### src/design/cgc_pkg.sv
package cgc_pkg;
  localparam logic [15:0] CGC_SYS_CLK_CTRL_ADDR = 16'hff3a;
  localparam logic [15:0] CGC_LOW_PWR_CTRL_ADDR = 16'hff44;
  localparam logic [7:0]  CGC_SYS_CLK_CTRL_RST  = 8'h00;
  localparam logic [7:0]  CGC_LOW_PWR_CTRL_RST  = 8'h00;
  localparam logic [7:0]  CGC_SYS_CLK_CTRL_MASK = 8'hc7;
  localparam int          CGC_PIN_OFF_BIT       = 7;
  localparam int          CGC_DIV_SEL_LSB       = 0;
  localparam int          CGC_DIV_SEL_W         = 3;
  localparam int          CGC_FB_BYPASS_BIT     = 5;
  localparam int          CGC_DIV_W             = 5;
  localparam int          CGC_DUTY_MIN_KHZ      = 5000;
  localparam int          CGC_OSC_KHZ           = 10000;
  localparam logic [2:0]  CGC_DIV_MAX_CODE      = 3'h5;
endpackage

### src/design/cgc_clock_gen_control.sv
// Our own choice: the address-and-strobe port.
`timescale 1ns/100ps
`default_nettype none
module cgc_clock_gen_control
  import cgc_pkg::*;
#(
  parameter int OSC_KHZ = CGC_OSC_KHZ
)
(
  input  wire logic        clk_in,
  input  wire logic        rst_in,
  input  wire logic        clk_en_in,
  input  wire logic [15:0] addr_in,
  input  wire logic [7:0]  wdata_in,
  input  wire logic        wr_in,
  input  wire logic        rd_in,
  input  wire logic        sleep_in,
  input  wire logic        sw_standby_in,
  input  wire logic        hw_standby_in,
  output logic      [7:0]  rdata_out,
  output logic             sys_clk_pin_out,
  output logic             sys_clk_pin_oe_out,
  output logic             bus_clk_en_out,
  output logic      [2:0]  bus_div_active_out,
  output logic             fb_bypass_out,
  output logic             duty_adj_on_out
);

  logic [7:0]           sys_clk_ctrl_q;
  logic [7:0]           low_pwr_ctrl_q;
  logic [2:0]           sw_sync_q;
  logic [2:0]           hw_sync_q;
  logic                 sw_stby_q;
  logic                 hw_stby_q;
  logic                 sw_stby_prev_q;
  logic [CGC_DIV_W-1:0] div_cnt_q;
  logic [2:0]           div_active_q;
  logic                 tick_d;
  logic                 phase_q;
  logic [CGC_DIV_W-1:0] div_mask;
  logic                 sys_clk_hit;
  logic                 low_pwr_hit;
  logic [2:0]           sel_req;
  logic                 sel_legal;
  logic                 sel_switch;

  // Oscillator fast enough for duty adjustment
  localparam logic DUTY_ADJ_OK = OSC_KHZ >= CGC_DUTY_MIN_KHZ;

  // Register address decode
  always_comb
  begin
    sys_clk_hit = addr_in == CGC_SYS_CLK_CTRL_ADDR;
    low_pwr_hit = addr_in == CGC_LOW_PWR_CTRL_ADDR;
  end

  // Pin inputs, three stages, change taken when last two agree
  always_ff @(posedge clk_in or posedge rst_in)
  begin
    if (rst_in)
    begin
      sw_sync_q <= 3'h0;
      hw_sync_q <= 3'h0;
      sw_stby_q <= 1'b0;
      hw_stby_q <= 1'b0;
    end
    else if (clk_en_in)
    begin
      sw_sync_q <= {sw_sync_q[1:0], sw_standby_in};
      hw_sync_q <= {hw_sync_q[1:0], hw_standby_in};
      if (sw_sync_q[2] == sw_sync_q[1])
        sw_stby_q <= sw_sync_q[2];
      if (hw_sync_q[2] == hw_sync_q[1])
        hw_stby_q <= hw_sync_q[2];
    end
  end

  // System clock control register
  always_ff @(posedge clk_in or posedge rst_in)
  begin
    if (rst_in)
      sys_clk_ctrl_q <= CGC_SYS_CLK_CTRL_RST;
    else if (clk_en_in)
    begin
      if (hw_stby_q)
        sys_clk_ctrl_q <= CGC_SYS_CLK_CTRL_RST;
      else if (wr_in && sys_clk_hit)
        sys_clk_ctrl_q <= wdata_in & CGC_SYS_CLK_CTRL_MASK;
    end
  end

  // Low power control register
  always_ff @(posedge clk_in or posedge rst_in)
  begin
    if (rst_in)
      low_pwr_ctrl_q <= CGC_LOW_PWR_CTRL_RST;
    else if (clk_en_in)
    begin
      if (hw_stby_q)
        low_pwr_ctrl_q <= CGC_LOW_PWR_CTRL_RST;
      else if (wr_in && low_pwr_hit)
        low_pwr_ctrl_q <= wdata_in;
    end
  end

  // Read port, data one cycle after strobe
  always_ff @(posedge clk_in or posedge rst_in)
  begin
    if (rst_in)
      rdata_out <= 8'h00;
    else if (clk_en_in)
    begin
      if (rd_in && sys_clk_hit)
        rdata_out <= sys_clk_ctrl_q;
      else if (rd_in && low_pwr_hit)
        rdata_out <= low_pwr_ctrl_q;
      else
        rdata_out <= 8'h00;
    end
  end

  // Oscillator bypass applied on software standby entry
  always_ff @(posedge clk_in or posedge rst_in)
  begin
    if (rst_in)
    begin
      sw_stby_prev_q <= 1'b0;
      fb_bypass_out  <= 1'b0;
    end
    else if (clk_en_in)
    begin
      sw_stby_prev_q <= sw_stby_q;
      if (hw_stby_q)
        fb_bypass_out <= 1'b0;
      else if (sw_stby_q && !sw_stby_prev_q)
        fb_bypass_out <= low_pwr_ctrl_q[CGC_FB_BYPASS_BIT];
    end
  end

  // Duty adjustment enable
  always_ff @(posedge clk_in or posedge rst_in)
  begin
    if (rst_in)
      duty_adj_on_out <= DUTY_ADJ_OK;
    else if (clk_en_in)
      duty_adj_on_out <= !fb_bypass_out && DUTY_ADJ_OK;
  end

  // Free-running medium-speed divider
  always_ff @(posedge clk_in or posedge rst_in)
  begin
    if (rst_in)
      div_cnt_q <= '0;
    else if (clk_en_in)
      div_cnt_q <= div_cnt_q + 1'b1;
  end

  always_comb
  begin
    div_mask = CGC_DIV_W'((1 << div_active_q) - 1);
    tick_d   = (div_cnt_q & div_mask) == div_mask;
  end

  // Requested selection, switched only where every period ends
  always_comb
  begin
    sel_req    = sys_clk_ctrl_q[CGC_DIV_SEL_LSB +: CGC_DIV_SEL_W];
    sel_legal  = sel_req <= CGC_DIV_MAX_CODE;
    sel_switch = tick_d && (div_cnt_q == {CGC_DIV_W{1'b1}});
  end

  // Selection switches only at a common period boundary
  always_ff @(posedge clk_in or posedge rst_in)
  begin
    if (rst_in)
      div_active_q <= 3'h0;
    else if (clk_en_in && sel_switch && sel_legal)
      div_active_q <= sel_req;
  end

  // Bus master clock enable and active selection
  always_ff @(posedge clk_in or posedge rst_in)
  begin
    if (rst_in)
    begin
      bus_clk_en_out     <= 1'b0;
      bus_div_active_out <= 3'h0;
    end
    else if (clk_en_in)
    begin
      bus_clk_en_out     <= tick_d;
      bus_div_active_out <= div_active_q;
    end
  end

  // System clock output pin
  always_ff @(posedge clk_in or posedge rst_in)
  begin
    if (rst_in)
    begin
      phase_q            <= 1'b0;
      sys_clk_pin_out    <= 1'b1;
      sys_clk_pin_oe_out <= 1'b1;
    end
    else if (clk_en_in)
    begin
      phase_q            <= ~phase_q;
      sys_clk_pin_oe_out <= !hw_stby_q;
      if (hw_stby_q || sw_stby_q || sleep_in || sys_clk_ctrl_q[CGC_PIN_OFF_BIT])
        sys_clk_pin_out <= 1'b1;
      else
        sys_clk_pin_out <= phase_q;
    end
  end

endmodule
`default_nettype wire

### config.mk
export PLATFORM = sky130hd
export DESIGN_NAME = cgc_clock_gen_control
export DESIGN_NICKNAME = d
export VERILOG_FILES = /design/src/design/cgc_pkg.sv /design/src/design/cgc_clock_gen_control.sv
export SDC_FILE = /design/constraint.sdc
export NUM_CORES = 1
export LEC_CHECK = 0
export ABC_AREA = 1
export BUFFER_PORTS_ARGS = -buffer_cell sky130_fd_sc_hd__buf_2
export CAP_MARGIN = 20
export CORE_MARGIN = 1.5
export CORE_UTILIZATION = 30
export CTS_BUF_LIST = sky130_fd_sc_hd__clkbuf_2
export CTS_CLUSTER_SIZE = 30
export DETAILED_ROUTE_END_ITERATION = 10
export REMOVE_ABC_BUFFERS = 1
export SLEW_MARGIN = 20
export SYNTH_ARGS = -nofsm -noshare
export SYNTH_HDL_FRONTEND = slang
export SYNTH_SLANG_ARGS = --single-unit
### constraint.sdc
create_clock -name clk_in -period 1.2 [get_ports clk_in]
set_input_delay 0.12 -clock clk_in [delete_from_list [all_inputs] [get_ports clk_in]]
set_output_delay 0.12 -clock clk_in [all_outputs]
set_load 0.02 [all_outputs]
## Word-level counts from Yosys, hierarchy flattened

Cells that the tools add are included.

| word-level totals | value |
|---|---|
| RAM bits | 0 |
| flip-flop bits (word level) | 50 |
| ROM bits | 0 |
| memories kept | 0 |
| output and inout bits | 16 |
| input port bits | 32 |
| bits in latches | 0 |

| cells by class | value |
|---|---|
| eq/ne operators | 6 |
| add/subtract/negate cells | 2 |
| reductions and logical operators | 22 |
| bitwise gates (word level) | 2 |
| shift-type cells | 1 |
| multiplexer cells | 9 |
| multipliers | 0 |
| magnitude comparators | 1 |
| div/mod/pow operators | 0 |

Operators with widths:

| kind | count |
|---|---|
| 8-bit 2-to-1 mux | 6 |
| 16-bit == test (second input constant) | 2 |
| 2-bit AND reduction | 5 |
| 1-bit logical AND | 8 |
| 2-bit nonzero test | 3 |
| 5-bit by 1-bit adder with 5-bit output (second input constant) | 1 |
| 5-bit bitwise AND | 1 |
| 5-bit == test | 1 |
| 5-bit == test (second input constant) | 1 |
| 1-bit by 3-bit left shift with 5-bit output (first input constant) | 1 |
| 5-bit by 2-bit subtractor with 5-bit output (second input constant) | 1 |
| 3-bit <= comparator (second input constant) | 1 |
| 1-bit zero test | 3 |
| 1-bit logical OR | 3 |
| 1-bit 2-to-1 mux | 3 |
| 1-bit == test | 2 |
| 1-bit NOT | 1 |

## Longest topological paths before layout

Gate-level depths: netlist of the first run.

| logic depth | value |
|---|---|
| depth after elaboration | 7 |
| depth in mapped cells | 9 |

## Worst setup path after synthesis of the first run

No wires, ideal clock.

| timing | value |
|---|---|
| path type | register -> register |
| from | register div_cnt_q[0] |
| to | register div_active_q[0] |
| stages on the path, launching flop included | 6 |
| arrival time | 1.122 ns |
| buffers on the path | 0 |
| data required time | 1.083 ns |
| setup slack | -0.039 ns |
| cell sequence | dfrtp_1 -> ha_1 -> and3_1 -> ha_1 -> nand4_1 -> nand2_1 |

| on the way | value |
|---|---|
| word-level cells in the longest chain between the ends | 5 |
| elaborated cells between the ends (all ways) | 6 |
| classes of those cells | 2 x eq/ne; 1 x bitwise; 3 x reduce/logical |

Ends and longest elaborated chain:

| what | line | source |
|---|---|---|
| from (decl) | cgc_clock_gen_control.sv:36 | `logic [CGC_DIV_W-1:0] div_cnt_q;` |
| from (signal assigned) | cgc_clock_gen_control.sv:155 | `div_cnt_q <= div_cnt_q + 1'b1;` |
| 5-bit bitwise AND | cgc_clock_gen_control.sv:161 | `tick_d = (div_cnt_q & div_mask) == div_mask;` |
| 5-bit == test | cgc_clock_gen_control.sv:161 |  |
| 1-bit logical AND * | cgc_clock_gen_control.sv:169 | `sel_switch = tick_d && (div_cnt_q == {CGC_DIV_W{1'b1}});` |
| 1-bit logical AND * (2 in a row) | cgc_clock_gen_control.sv:177 | `else if (clk_en_in && sel_switch && sel_legal)` |
| to (signal assigned) | cgc_clock_gen_control.sv:178 | `div_active_q <= sel_req;` |
| to (decl) | cgc_clock_gen_control.sv:37 | `logic [2:0] div_active_q;` |

Every way passes the cells marked *; elsewhere a longest branch is shown, timed or not.
A chain may end at the register's enable or synchronous reset.

## Worst setup path in the final report of the first run

| timing | value |
|---|---|
| from | register div_cnt_q[1] |
| to | register div_active_q[0] |

Same word-level chain as after synthesis.

==> results of run 1 <==
stage by stage:
step,util,TNS [ns],hold slack (ns),instance area (um^2)
2_1_floorplan,-,-1.52,0.211,2210
3_3_place_gp,0.372,-0.0936,0.182,2710
3_5_place_dp,0.372,-0.202,0.183,2710
4_1_cts,0.394,-0.142,0.00553,2880
5_1_grt,0.407,-0.618,0.0186,2970
6_report,0.407,-0.103,0.0246,2970
routing by layer:
| metal | GRT usage | up-vias | wire length [um] |
|---|---|---|---|
| met4 | 0.0529 | 0 | 63 |
| met2 | 0.231 | 44 | 2440 |
| met3 | 0.0338 | 5 | 231 |
| li1 | - | 1056 | - |
| met1 | 0.169 | 970 | 2390 |
| met5 | 0 | - | 0 |
cells in the final DEF (no fill, tap or decap), drive strengths merged:
cell	synthesis	final
nor4	1	1
o211ai	1	1
and3	1	1
clkinv	0	2
inv	21	21
nor3	1	1
o21a	1	1
ha	2	2
nor2	23	23
dfrtp	44	44
or2	1	1
buf	7	66
a21oi	1	1
dlygate4sd3	0	9
nand2	112	112
xor2	4	4
nand3	35	35
nand4	8	8
dfstp	3	3
clkbuf	3	5
o21ai	16	16
report_power, final:
group          switching [mW]  total, mW  leakage (nW)  internal, mW
clock                   0.472      0.595        0.0262         0.123
sequential              0.314       2.27         0.609          1.96
combinational           0.754       1.44         0.923         0.684
total                    1.54       4.31          1.56          2.77
cells by family (layout without fill, tap and decap cells):
| group | Yosys count | after routing | share of synthesized area |
|---|---|---|---|
| buffers and inverters | 31 | 103 | 0.0564 |
| AND/OR/NAND/NOR | 182 | 182 | 0.352 |
| flip-flops | 47 | 47 | 0.521 |
| adder cells (fa/ha/maj) | 2 | 2 | 0.0111 |
| XOR/XNOR | 4 | 4 | 0.0155 |
| AO/OA/AOI/OAI | 19 | 19 | 0.0442 |
flip-flops by register name, summed over array words and instances (netlist names):
signal / count
bus_clk_en_out: 1
bus_div_active_out: 3
div_active_q: 3
div_cnt_q: 5
duty_adj_on_out: 1
fb_bypass_out: 1
hw_stby_q: 1
hw_sync_q: 3
low_pwr_ctrl_q: 8
phase_q: 1
rdata_out: 8
sw_stby_prev_q: 1
sw_stby_q: 1
sw_sync_q: 3
sys_clk_ctrl_q: 5
sys_clk_pin_oe_out: 1
sys_clk_pin_out: 1
final cells by class:
class	count	share of cell area
tap	99	0.0418
clock inverter	2	0.00295
sequential	47	0.398
inverter	21	0.0266
clock buffer	5	0.00844
multi-input combinational	207	0.344
timing repair buffer	75	0.178
final timing paths:
path                                                from                             to  slack [ns]  cells past startpoint
min in group asynchronous                         rst_in       div_cnt_q[1]$_DFFE_PP0P_        0.25                      4
worst max register to register  div_cnt_q[1]$_DFFE_PP0P_    div_active_q[0]$_DFFE_PP0P_       -0.03                      6
worst min register to register       phase_q$_DFFE_PP0P_            phase_q$_DFFE_PP0P_        0.49                      1
worst min-delay path                         wdata_in[0]  low_pwr_ctrl_q[0]$_DFFE_PP0P_        0.02                      5
worst max-delay path            div_cnt_q[1]$_DFFE_PP0P_    div_active_q[0]$_DFFE_PP0P_       -0.03                      6
max in group asynchronous                         rst_in    duty_adj_on_out$_DFFE_PP1P_        0.60                      4
timing repair:
action	CTS	global route
hold buffers	7	2
buffers inserted	1	3
setup endpoints to repair	7	12
cloned	0	0
endpoints found under the hold margin	51	3
pin swaps	4	10
resized for setup	14	16
worst max-delay path, cell delays in order, from the launching register on:
cell and delay (ns):
dfrtp_1 0.41, ha_2 0.18, and3_4 0.20, ha_4 0.15, nand3_4 0.09, nand2_2 0.08, nand2_2 0.05
==> impl_metrics.py, run 1 <==
metrics = {
    "floorplan": {
        "rows": 31,
        "pin_count": 48,
        "die_w_um": 89.9,
        "dieArea_um2": 8070,
        "start_util": 0.310,
        "core-area_um2": 7290,
        "dieHeight_um": 89.9,
    },
    "synthesis": {
        "synth_top_area_share": 0.486,
        "ys_ff_latch": 47,
        "syn_inst": 285,
        "synth.area.top_cells": "dfrtp_1 49%, nand2_1 18%, nand3_1 7.3%",
        "yosysSeqAreaShare": 0.521,
        "ys.flop_type": "dfrtp_1",
        "netlist_area_um2": 2260,
        "yosysMostFrequentCell": "nand2_1",
        "synth_top_area_cell": "dfrtp_1",
        "ys_types": 27,
        "avgSynthCellArea_um2": 7.94,
        "synth_common_cells": "110 x nand2_1, 44 x dfrtp_1, 33 x nand3_1, 20 x inv_1, 20 x nor2_1",
        "async_reset_ff_frac": 1.00,
        "ys_warn_count": 0,
        "synth_edf_count": 0,
    },
    "drt": {
        "drt-initial-drc-count": 111,
        "wl_per_cell_um": 11.2,
        "drc": 0,
        "postRouteAntennaNets": 0,
        "routed_wl_um": 5120,
        "vias": 2075,
        "viasPerCell": 4.55,
        "firstDrtPassIters": 4,
    },
    "run_status": {
        "outcome": "finished with violations",
        "violations": "negative setup slack",
    },
    "setup_path": {
        "cp-end-kind": "flip-flop",
        "cp_max_fo": 4,
        "critPathRequiredTime_ns": 1.54,
        "worstPathArrival_ns": 1.57,
        "start_kind": "flip-flop",
        "critPathKind": "flip-flop to flip-flop",
    },
    "timing": {
        "fmax_mhz": 813,
        "finalHoldViolCount": 0,
        "finalMaxSlewViolations": 0,
        "period_minus_slack_ns": 1.23,
        "relSlewSlack": 0.754,
        "post-route-period-util": 1.02,
        "fin_skew_ns": 0.0160,
        "worst_pin_slew_ns": 0.366,
        "setup_viol": 6,
        "final.setup.worst_slack_ns": -0.0300,
        "grt_setup_unrepaired": "true",
    },
    "grt": {
        "grt_overflow": 0,
        "grt_pass1_vias": 2036,
        "grt_start_max_net_pins": 28,
        "grt_pass1_wl_um": 9090,
        "grt_antenna_before_repair": 0,
        "grt_usage": 0.137,
    },
    "place": {
        "pre_cts_slack_ns": -0.0578,
        "port_buffers": 47,
        "dp_hpwl_um": 3710,
        "gp_congestion": 0.809,
        "dpl.cell_count": 436,
    },
    "power_and_ir_drop": {
        "power_leakage_nw": 1.56,
        "powerDensity_nw_per_um2": 1450,
        "ir_drop_v": 0.000480,
        "power_mw": 4.31,
    },
    "clock_tree": {
        "clockRootBuffer": "clkbuf_2",
        "cts_tree": "done",
        "path_clk_slew_ns": 0.22,
        "clock_sinks": 47,
        "cts_buffer_depth": 2,
        "worstSkewPairLatency_ns": 0.41,
        "numCtsBuffers": 5,
        "htree_levels": 2,
    },
    "layout": {
        "register_area_um2": 1180,
        "multiInputGateArea_um2": 1020,
        "nNetsFinal": 391,
        "nFillCells": 780,
        "diodes": 0,
        "final-instance-count-excl-fill": 456,
        "drive_gt1_frac": 0.280,
        "areaGrowthSynthToFinish_pct": 31.0,
    },
    "flow_run": {
        "drv_cap": 0,
    },
    "min_path": {
        "hold_path.class": "input port to flip-flop",
    },
}
Note: power is estimated with default switching activity, not from simulation.
==> run 2, diff against run 1 <==
--- a/config.mk
+++ b/config.mk
@@ -7,10 +7,9 @@
 export LEC_CHECK = 0
 export ABC_AREA = 1
 export BUFFER_PORTS_ARGS = -buffer_cell sky130_fd_sc_hd__buf_2
-export CAP_MARGIN = 20
+export CAP_MARGIN = 30
 export CORE_MARGIN = 1.5
 export CORE_UTILIZATION = 30
-export CTS_BUF_LIST = sky130_fd_sc_hd__clkbuf_2
 export CTS_CLUSTER_SIZE = 30
 export DETAILED_ROUTE_END_ITERATION = 10
 export REMOVE_ABC_BUFFERS = 1
==> impl_metrics.py, run 2 (synthesized netlist as in run 1, its figures left out) <==
metrics = {
    "run_status": {
        "outcome": "finished with violations",
        "violations": "negative setup slack",
    },
    "power_and_ir_drop": {
        "power_leakage_nw": 1.53,
        "ir_drop_v": 0.000487,
        "power_mw": 4.62,
        "powerDensity_nw_per_um2": 1590,
    },
    "setup_path": {
        "max_stage_delay_ns": 0.38,
        "worstPathArrival_ns": 1.43,
        "critPathRequiredTime_ns": 1.40,
        "r2r_end": "div_active_q[0]$_DFFE_PP0P_",
        "cp_slowest_cell": "dfrtp_1",
        "cpMostUsedCell": "nand2_2",
        "rrSetupSlack_ns": -0.03,
        "cp_max_fo": 4,
        "r2r-start": "div_cnt_q[0]$_DFFE_PP0P_",
        "cp-end-kind": "flip-flop",
        "start_kind": "flip-flop",
        "startpoint": "div_cnt_q[0]$_DFFE_PP0P_",
        "critPathKind": "flip-flop to flip-flop",
        "endpoint": "div_active_q[0]$_DFFE_PP0P_",
        "cp_cell_sequence": "ha_2 -> and3_4 -> ha_4 -> nand3_4 -> nand2_2 -> nand2_2",
        "r2r_cells": 6,
    },
    "drt": {
        "vias": 1991,
        "wl_per_cell_um": 11.3,
        "routed_wl_um": 5050,
        "postRouteAntennaNets": 0,
        "firstDrtPassIters": 4,
        "viasPerCell": 4.45,
        "drt-initial-drc-count": 108,
        "drc": 0,
    },
    "clock_tree": {
        "path_clk_slew_ns": 0.08,
        "clock_sinks": 47,
        "clockRootBuffer": "clkbuf_8",
        "htree_levels": 2,
        "numCtsBuffers": 5,
        "cts_tree": "done",
        "cts_buffer_depth": 2,
        "worstSkewPairLatency_ns": 0.29,
    },
    "timing": {
        "finalMaxSlewViolations": 0,
        "setup_viol": 3,
        "period_minus_slack_ns": 1.23,
        "fin_skew_ns": 0.00337,
        "worst_pin_slew_ns": 0.336,
        "post-route-period-util": 1.03,
        "final.setup.worst_slack_ns": -0.0316,
        "fmax_mhz": 812,
        "grt_setup_unrepaired": "true",
        "relSlewSlack": 0.774,
        "finalHoldViolCount": 0,
    },
    "floorplan": {
        "pin_count": 48,
        "rows": 31,
        "dieHeight_um": 89.9,
        "die_w_um": 89.9,
        "start_util": 0.310,
        "core-area_um2": 7290,
        "dieArea_um2": 8070,
    },
    "min_path": {
        "hold_depth": 3,
        "hold_path.class": "input port to flip-flop",
    },
    "place": {
        "pre_cts_slack_ns": -0.0578,
        "dp_hpwl_um": 3710,
        "port_buffers": 47,
        "placed_cell_area_um2": 2710,
        "gp_congestion": 0.809,
    },
    "layout": {
        "drive_gt1_frac": 0.284,
        "nFillCells": 772,
        "stdcell_area_um2": 2900,
        "nNetsFinal": 382,
        "layout_commonest_cell": "nand2_1",
        "diodes": 0,
        "areaGrowthSynthToFinish_pct": 28.2,
        "final_cell_mix": "102 x nand2_1, 47 x buf_2, 44 x dfrtp_1",
        "reg.largest.list": "low_pwr_ctrl_q: 8 flops, rdata_out: 8 flops",
        "fin_util": 0.398,
    },
    "flow_run": {
        "drv_cap": 0,
    },
    "grt": {
        "grt_antenna_before_repair": 0,
        "grt_usage": 0.134,
        "grt_start_max_net_pins": 28,
        "grt_overflow": 0,
        "grt_pass1_vias": 1992,
        "grt_pass1_wl_um": 8880,
    },
}
==> run 2: area by class of cell <==
cell class              instances  area (um^2)  share of cell area
multi-input cells             207         1020               0.351
repair buffers                 66          413               0.142
clock inverters                 1         5.00             0.00172
clock buffers                   6         82.6              0.0284
well taps                      99          124              0.0427
flip-flops and latches         47         1180               0.406
inverters                      21         78.8              0.0272
==> run 2: how the worst min path moves through the flow <==
stage                               endpoint     startpoint
detailed placement  div_cnt_q[0]$_DFFE_PP0P_         rst_in
floorplan           div_cnt_q[0]$_DFFE_PP0P_      clk_en_in
CTS                 sw_sync_q[0]$_DFFE_PP0P_  sw_standby_in
finish              sw_sync_q[0]$_DFFE_PP0P_  sw_standby_in
global route        sw_sync_q[0]$_DFFE_PP0P_  sw_standby_in
global placement    div_cnt_q[1]$_DFFE_PP0P_         rst_in
==> run 2: stage by stage <==
| step | setup TNS (ns) | std cells | hold WS [ns] |
|---|---|---|---|
| 2_1_floorplan | -1.52 | 275 | 0.211 |
| 3_3_place_gp | -0.0936 | 436 | 0.182 |
| 3_5_place_dp | -0.202 | 436 | 0.183 |
| 4_1_cts | 0 | 445 | 0.0130 |
| 5_1_grt | -0.288 | 447 | 0.0270 |
| 6_report | -0.0676 | 447 | 0.0231 |
==> run 2: timing repair <==
action / in CTS / in global routing
setup buffers: 1 / 2
endpoints found under the hold margin: 44 / 0
endpoints found under the setup margin: 4 / 5
hold buffers: 1 / 0
pin swaps: 3 / 8
gates resized for setup: 6 / 15
==> run 2: worst max-delay path, delay by kind of cell, from the launching register on <==
kind | cells | cell delay [ns]
flops | 1 | 0.38
fa+ha+maj | 2 | 0.34
simple gates | 4 | 0.41
==> run 2: where the power goes <==
group          internal, mW  leakage [nW]  switching (mW)  total [mW]
clock                 0.453        0.0470           0.501       0.954
combinational         0.637         0.876           0.750        1.39
sequential             1.96         0.609           0.316        2.28
==> run 2: routing by layer <==
layer | track usage | vias up | wire length, um
met2 | 0.222 | 38 | 2400
met1 | 0.169 | 920 | 2390
met4 | 0.0516 | 0 | 57
met3 | 0.0338 | 5 | 202
met5 | 0 | - | 0
li1 | - | 1028 | -
==> run 3, diff against run 2 <==
--- a/config.mk
+++ b/config.mk
@@ -8,10 +8,12 @@
 export ABC_AREA = 1
 export BUFFER_PORTS_ARGS = -buffer_cell sky130_fd_sc_hd__buf_2
 export CAP_MARGIN = 30
-export CORE_MARGIN = 1.5
+export CELL_PAD_IN_SITES_DETAIL_PLACEMENT = 0
+export CELL_PAD_IN_SITES_GLOBAL_PLACEMENT = 1
 export CORE_UTILIZATION = 30
 export CTS_CLUSTER_SIZE = 30
 export DETAILED_ROUTE_END_ITERATION = 10
+export PLACE_DENSITY_LB_ADDON = 0.1
 export REMOVE_ABC_BUFFERS = 1
 export SLEW_MARGIN = 20
 export SYNTH_ARGS = -nofsm -noshare
==> impl_metrics.py, run 3 (synthesized netlist as in run 1, its figures left out) <==
metrics = {
    "layout": {
        "nNetsFinal": 391,
        "diodes": 0,
        "layout_commonest_cell": "nand2_1",
        "reg.largest.list": "low_pwr_ctrl_q: 8 flops, rdata_out: 8 flops",
        "fin_util": 0.405,
        "final_cell_mix": "107 x nand2_1, 47 x buf_2, 43 x dfrtp_1",
        "register_area_um2": 1180,
        "multiInputGateArea_um2": 998,
        "drive_gt1_frac": 0.282,
        "areaGrowthSynthToFinish_pct": 30.3,
        "nFillCells": 792,
    },
    "floorplan": {
        "start_util": 0.310,
        "dieHeight_um": 88.9,
        "die_w_um": 88.9,
        "pin_count": 48,
        "core-area_um2": 7290,
        "rows": 31,
        "dieArea_um2": 7900,
    },
    "timing": {
        "final.setup.worst_slack_ns": -0.0950,
        "grt_setup_unrepaired": "true",
        "hold_slack_ns": 0.0176,
        "relSlewSlack": 0.769,
        "worst_pin_slew_ns": 0.347,
        "finalHoldViolCount": 0,
        "period_minus_slack_ns": 1.29,
        "fmax_mhz": 772,
        "fin_skew_ns": 0.00672,
        "post-route-period-util": 1.08,
        "finalMaxSlewViolations": 0,
        "setup_viol": 4,
    },
    "min_path": {
        "hold_path.class": "input port to flip-flop",
    },
    "run_status": {
        "outcome": "finished with violations",
        "violations": "negative setup slack",
    },
    "place": {
        "pre_cts_slack_ns": -0.0948,
        "port_buffers": 47,
        "gp_congestion": 0.746,
        "dp_hpwl_um": 3970,
    },
    "setup_path": {
        "cp_max_fo": 4,
        "start_kind": "flip-flop",
        "critPathKind": "flip-flop to flip-flop",
        "cp-end-kind": "flip-flop",
        "worstPathArrival_ns": 1.49,
        "critPathRequiredTime_ns": 1.40,
    },
    "clock_tree": {
        "htree_levels": 2,
        "cts_buffer_depth": 2,
        "clock_sinks": 47,
        "cts_tree": "done",
        "clockRootBuffer": "clkbuf_8",
        "numCtsBuffers": 5,
        "worstSkewPairLatency_ns": 0.30,
        "path_clk_slew_ns": 0.09,
    },
    "power_and_ir_drop": {
        "powerDensity_nw_per_um2": 1600,
        "p_clk_frac": 0.224,
        "p_switching_mw": 1.56,
        "p_sw_frac": 0.330,
        "ir_drop_v": 0.000754,
        "power_leakage_nw": 1.57,
        "power.internal_mw": 3.16,
        "seq_power_share": 0.479,
        "power_frac_comb": 0.297,
    },
    "drt": {
        "wl_per_cell_um": 11.7,
        "vias": 1988,
        "postRouteAntennaNets": 0,
        "viasPerCell": 4.35,
        "firstDrtPassIters": 4,
        "routed_wl_um": 5360,
        "drt-initial-drc-count": 129,
        "drc": 0,
    },
    "grt": {
        "grt_antenna_before_repair": 0,
        "grt_overflow": 0,
        "grt_usage": 0.152,
        "grt_pass1_wl_um": 9050,
        "grt_start_max_net_pins": 34,
        "grt_pass1_vias": 1930,
    },
    "flow_run": {
        "drv_cap": 0,
    },
}
run 3: path summary, 6_finish.rpt:
| kind | start | end | slack, ns | cells after the start |
|---|---|---|---|---|
| max reg2reg | div_cnt_q[1]$_DFFE_PP0P_ | div_active_q[0]$_DFFE_PP0P_ | -0.09 | 6 |
| max | div_cnt_q[1]$_DFFE_PP0P_ | div_active_q[0]$_DFFE_PP0P_ | -0.09 | 6 |
| min | hw_standby_in | hw_sync_q[0]$_DFFE_PP0P_ | 0.02 | 3 |
| min in group asynchronous | rst_in | sw_sync_q[1]$_DFFE_PP0P_ | 0.33 | 3 |
| min reg2reg | fb_bypass_out$_DFFE_PP0P_ | duty_adj_on_out$_DFFE_PP1P_ | 0.47 | 1 |
| max in group asynchronous | rst_in | sys_clk_ctrl_q[6]$_DFFE_PP0P_ | 0.39 | 4 |
run 3: layer usage:
metal  vias up  track usage  part of all wire
met5         -            0                 0
met4         0       0.0528             0.012
met3         5       0.0299             0.030
met2        32        0.239              0.44
met1       895        0.209              0.52
li1       1056            -                 -
run 3: worst max-delay path, stage by stage (launching register included):
cell	delay [ns]
dfrtp_1	0.38
buf_4	0.13
ha_2	0.18
and3_4	0.18
ha_4	0.17
nand4_1	0.09
nand2_1	0.06
run 3: stage by stage:
| stage | instances | power (mW) | TNS (ns) | area [um^2] |
|---|---|---|---|---|
| 2_1_floorplan | 275 | 2.92 | -1.52 | 2210 |
| 3_3_place_gp | 442 | 3.45 | -0.204 | 2740 |
| 3_5_place_dp | 442 | 3.45 | -0.310 | 2740 |
| 4_1_cts | 453 | 4.70 | -0.0637 | 2910 |
| 5_1_grt | 457 | 5.08 | -0.543 | 2950 |
| 6_report | 457 | 4.72 | -0.329 | 2950 |
run 3: timing repair:
action,CTS,global route
hold endpoints to repair,11,0
resized for setup,9,4
endpoints found under the setup margin,4,6
setup buffers,2,4
pin swaps,6,3
hold buffers,1,0
cloned,0,0
run 3: power by group through the flow:
stage	sequential (mW)	clock [mW]	combinational, mW
2_1_floorplan	2.30	0	0.629
3_5_place_dp	2.28	0	1.18
6_report	2.26	1.06	1.40
5_1_grt	2.31	1.16	1.61
3_3_place_gp	2.27	0	1.18
4_1_cts	2.26	1.11	1.33
run 3: final cells by class:
type / count / share of cell area
clock buffer: 8 / 0.0339
inverter: 21 / 0.0267
multi-input combinational: 207 / 0.338
sequential: 47 / 0.400
tap: 99 / 0.0420
timing repair buffer: 75 / 0.159
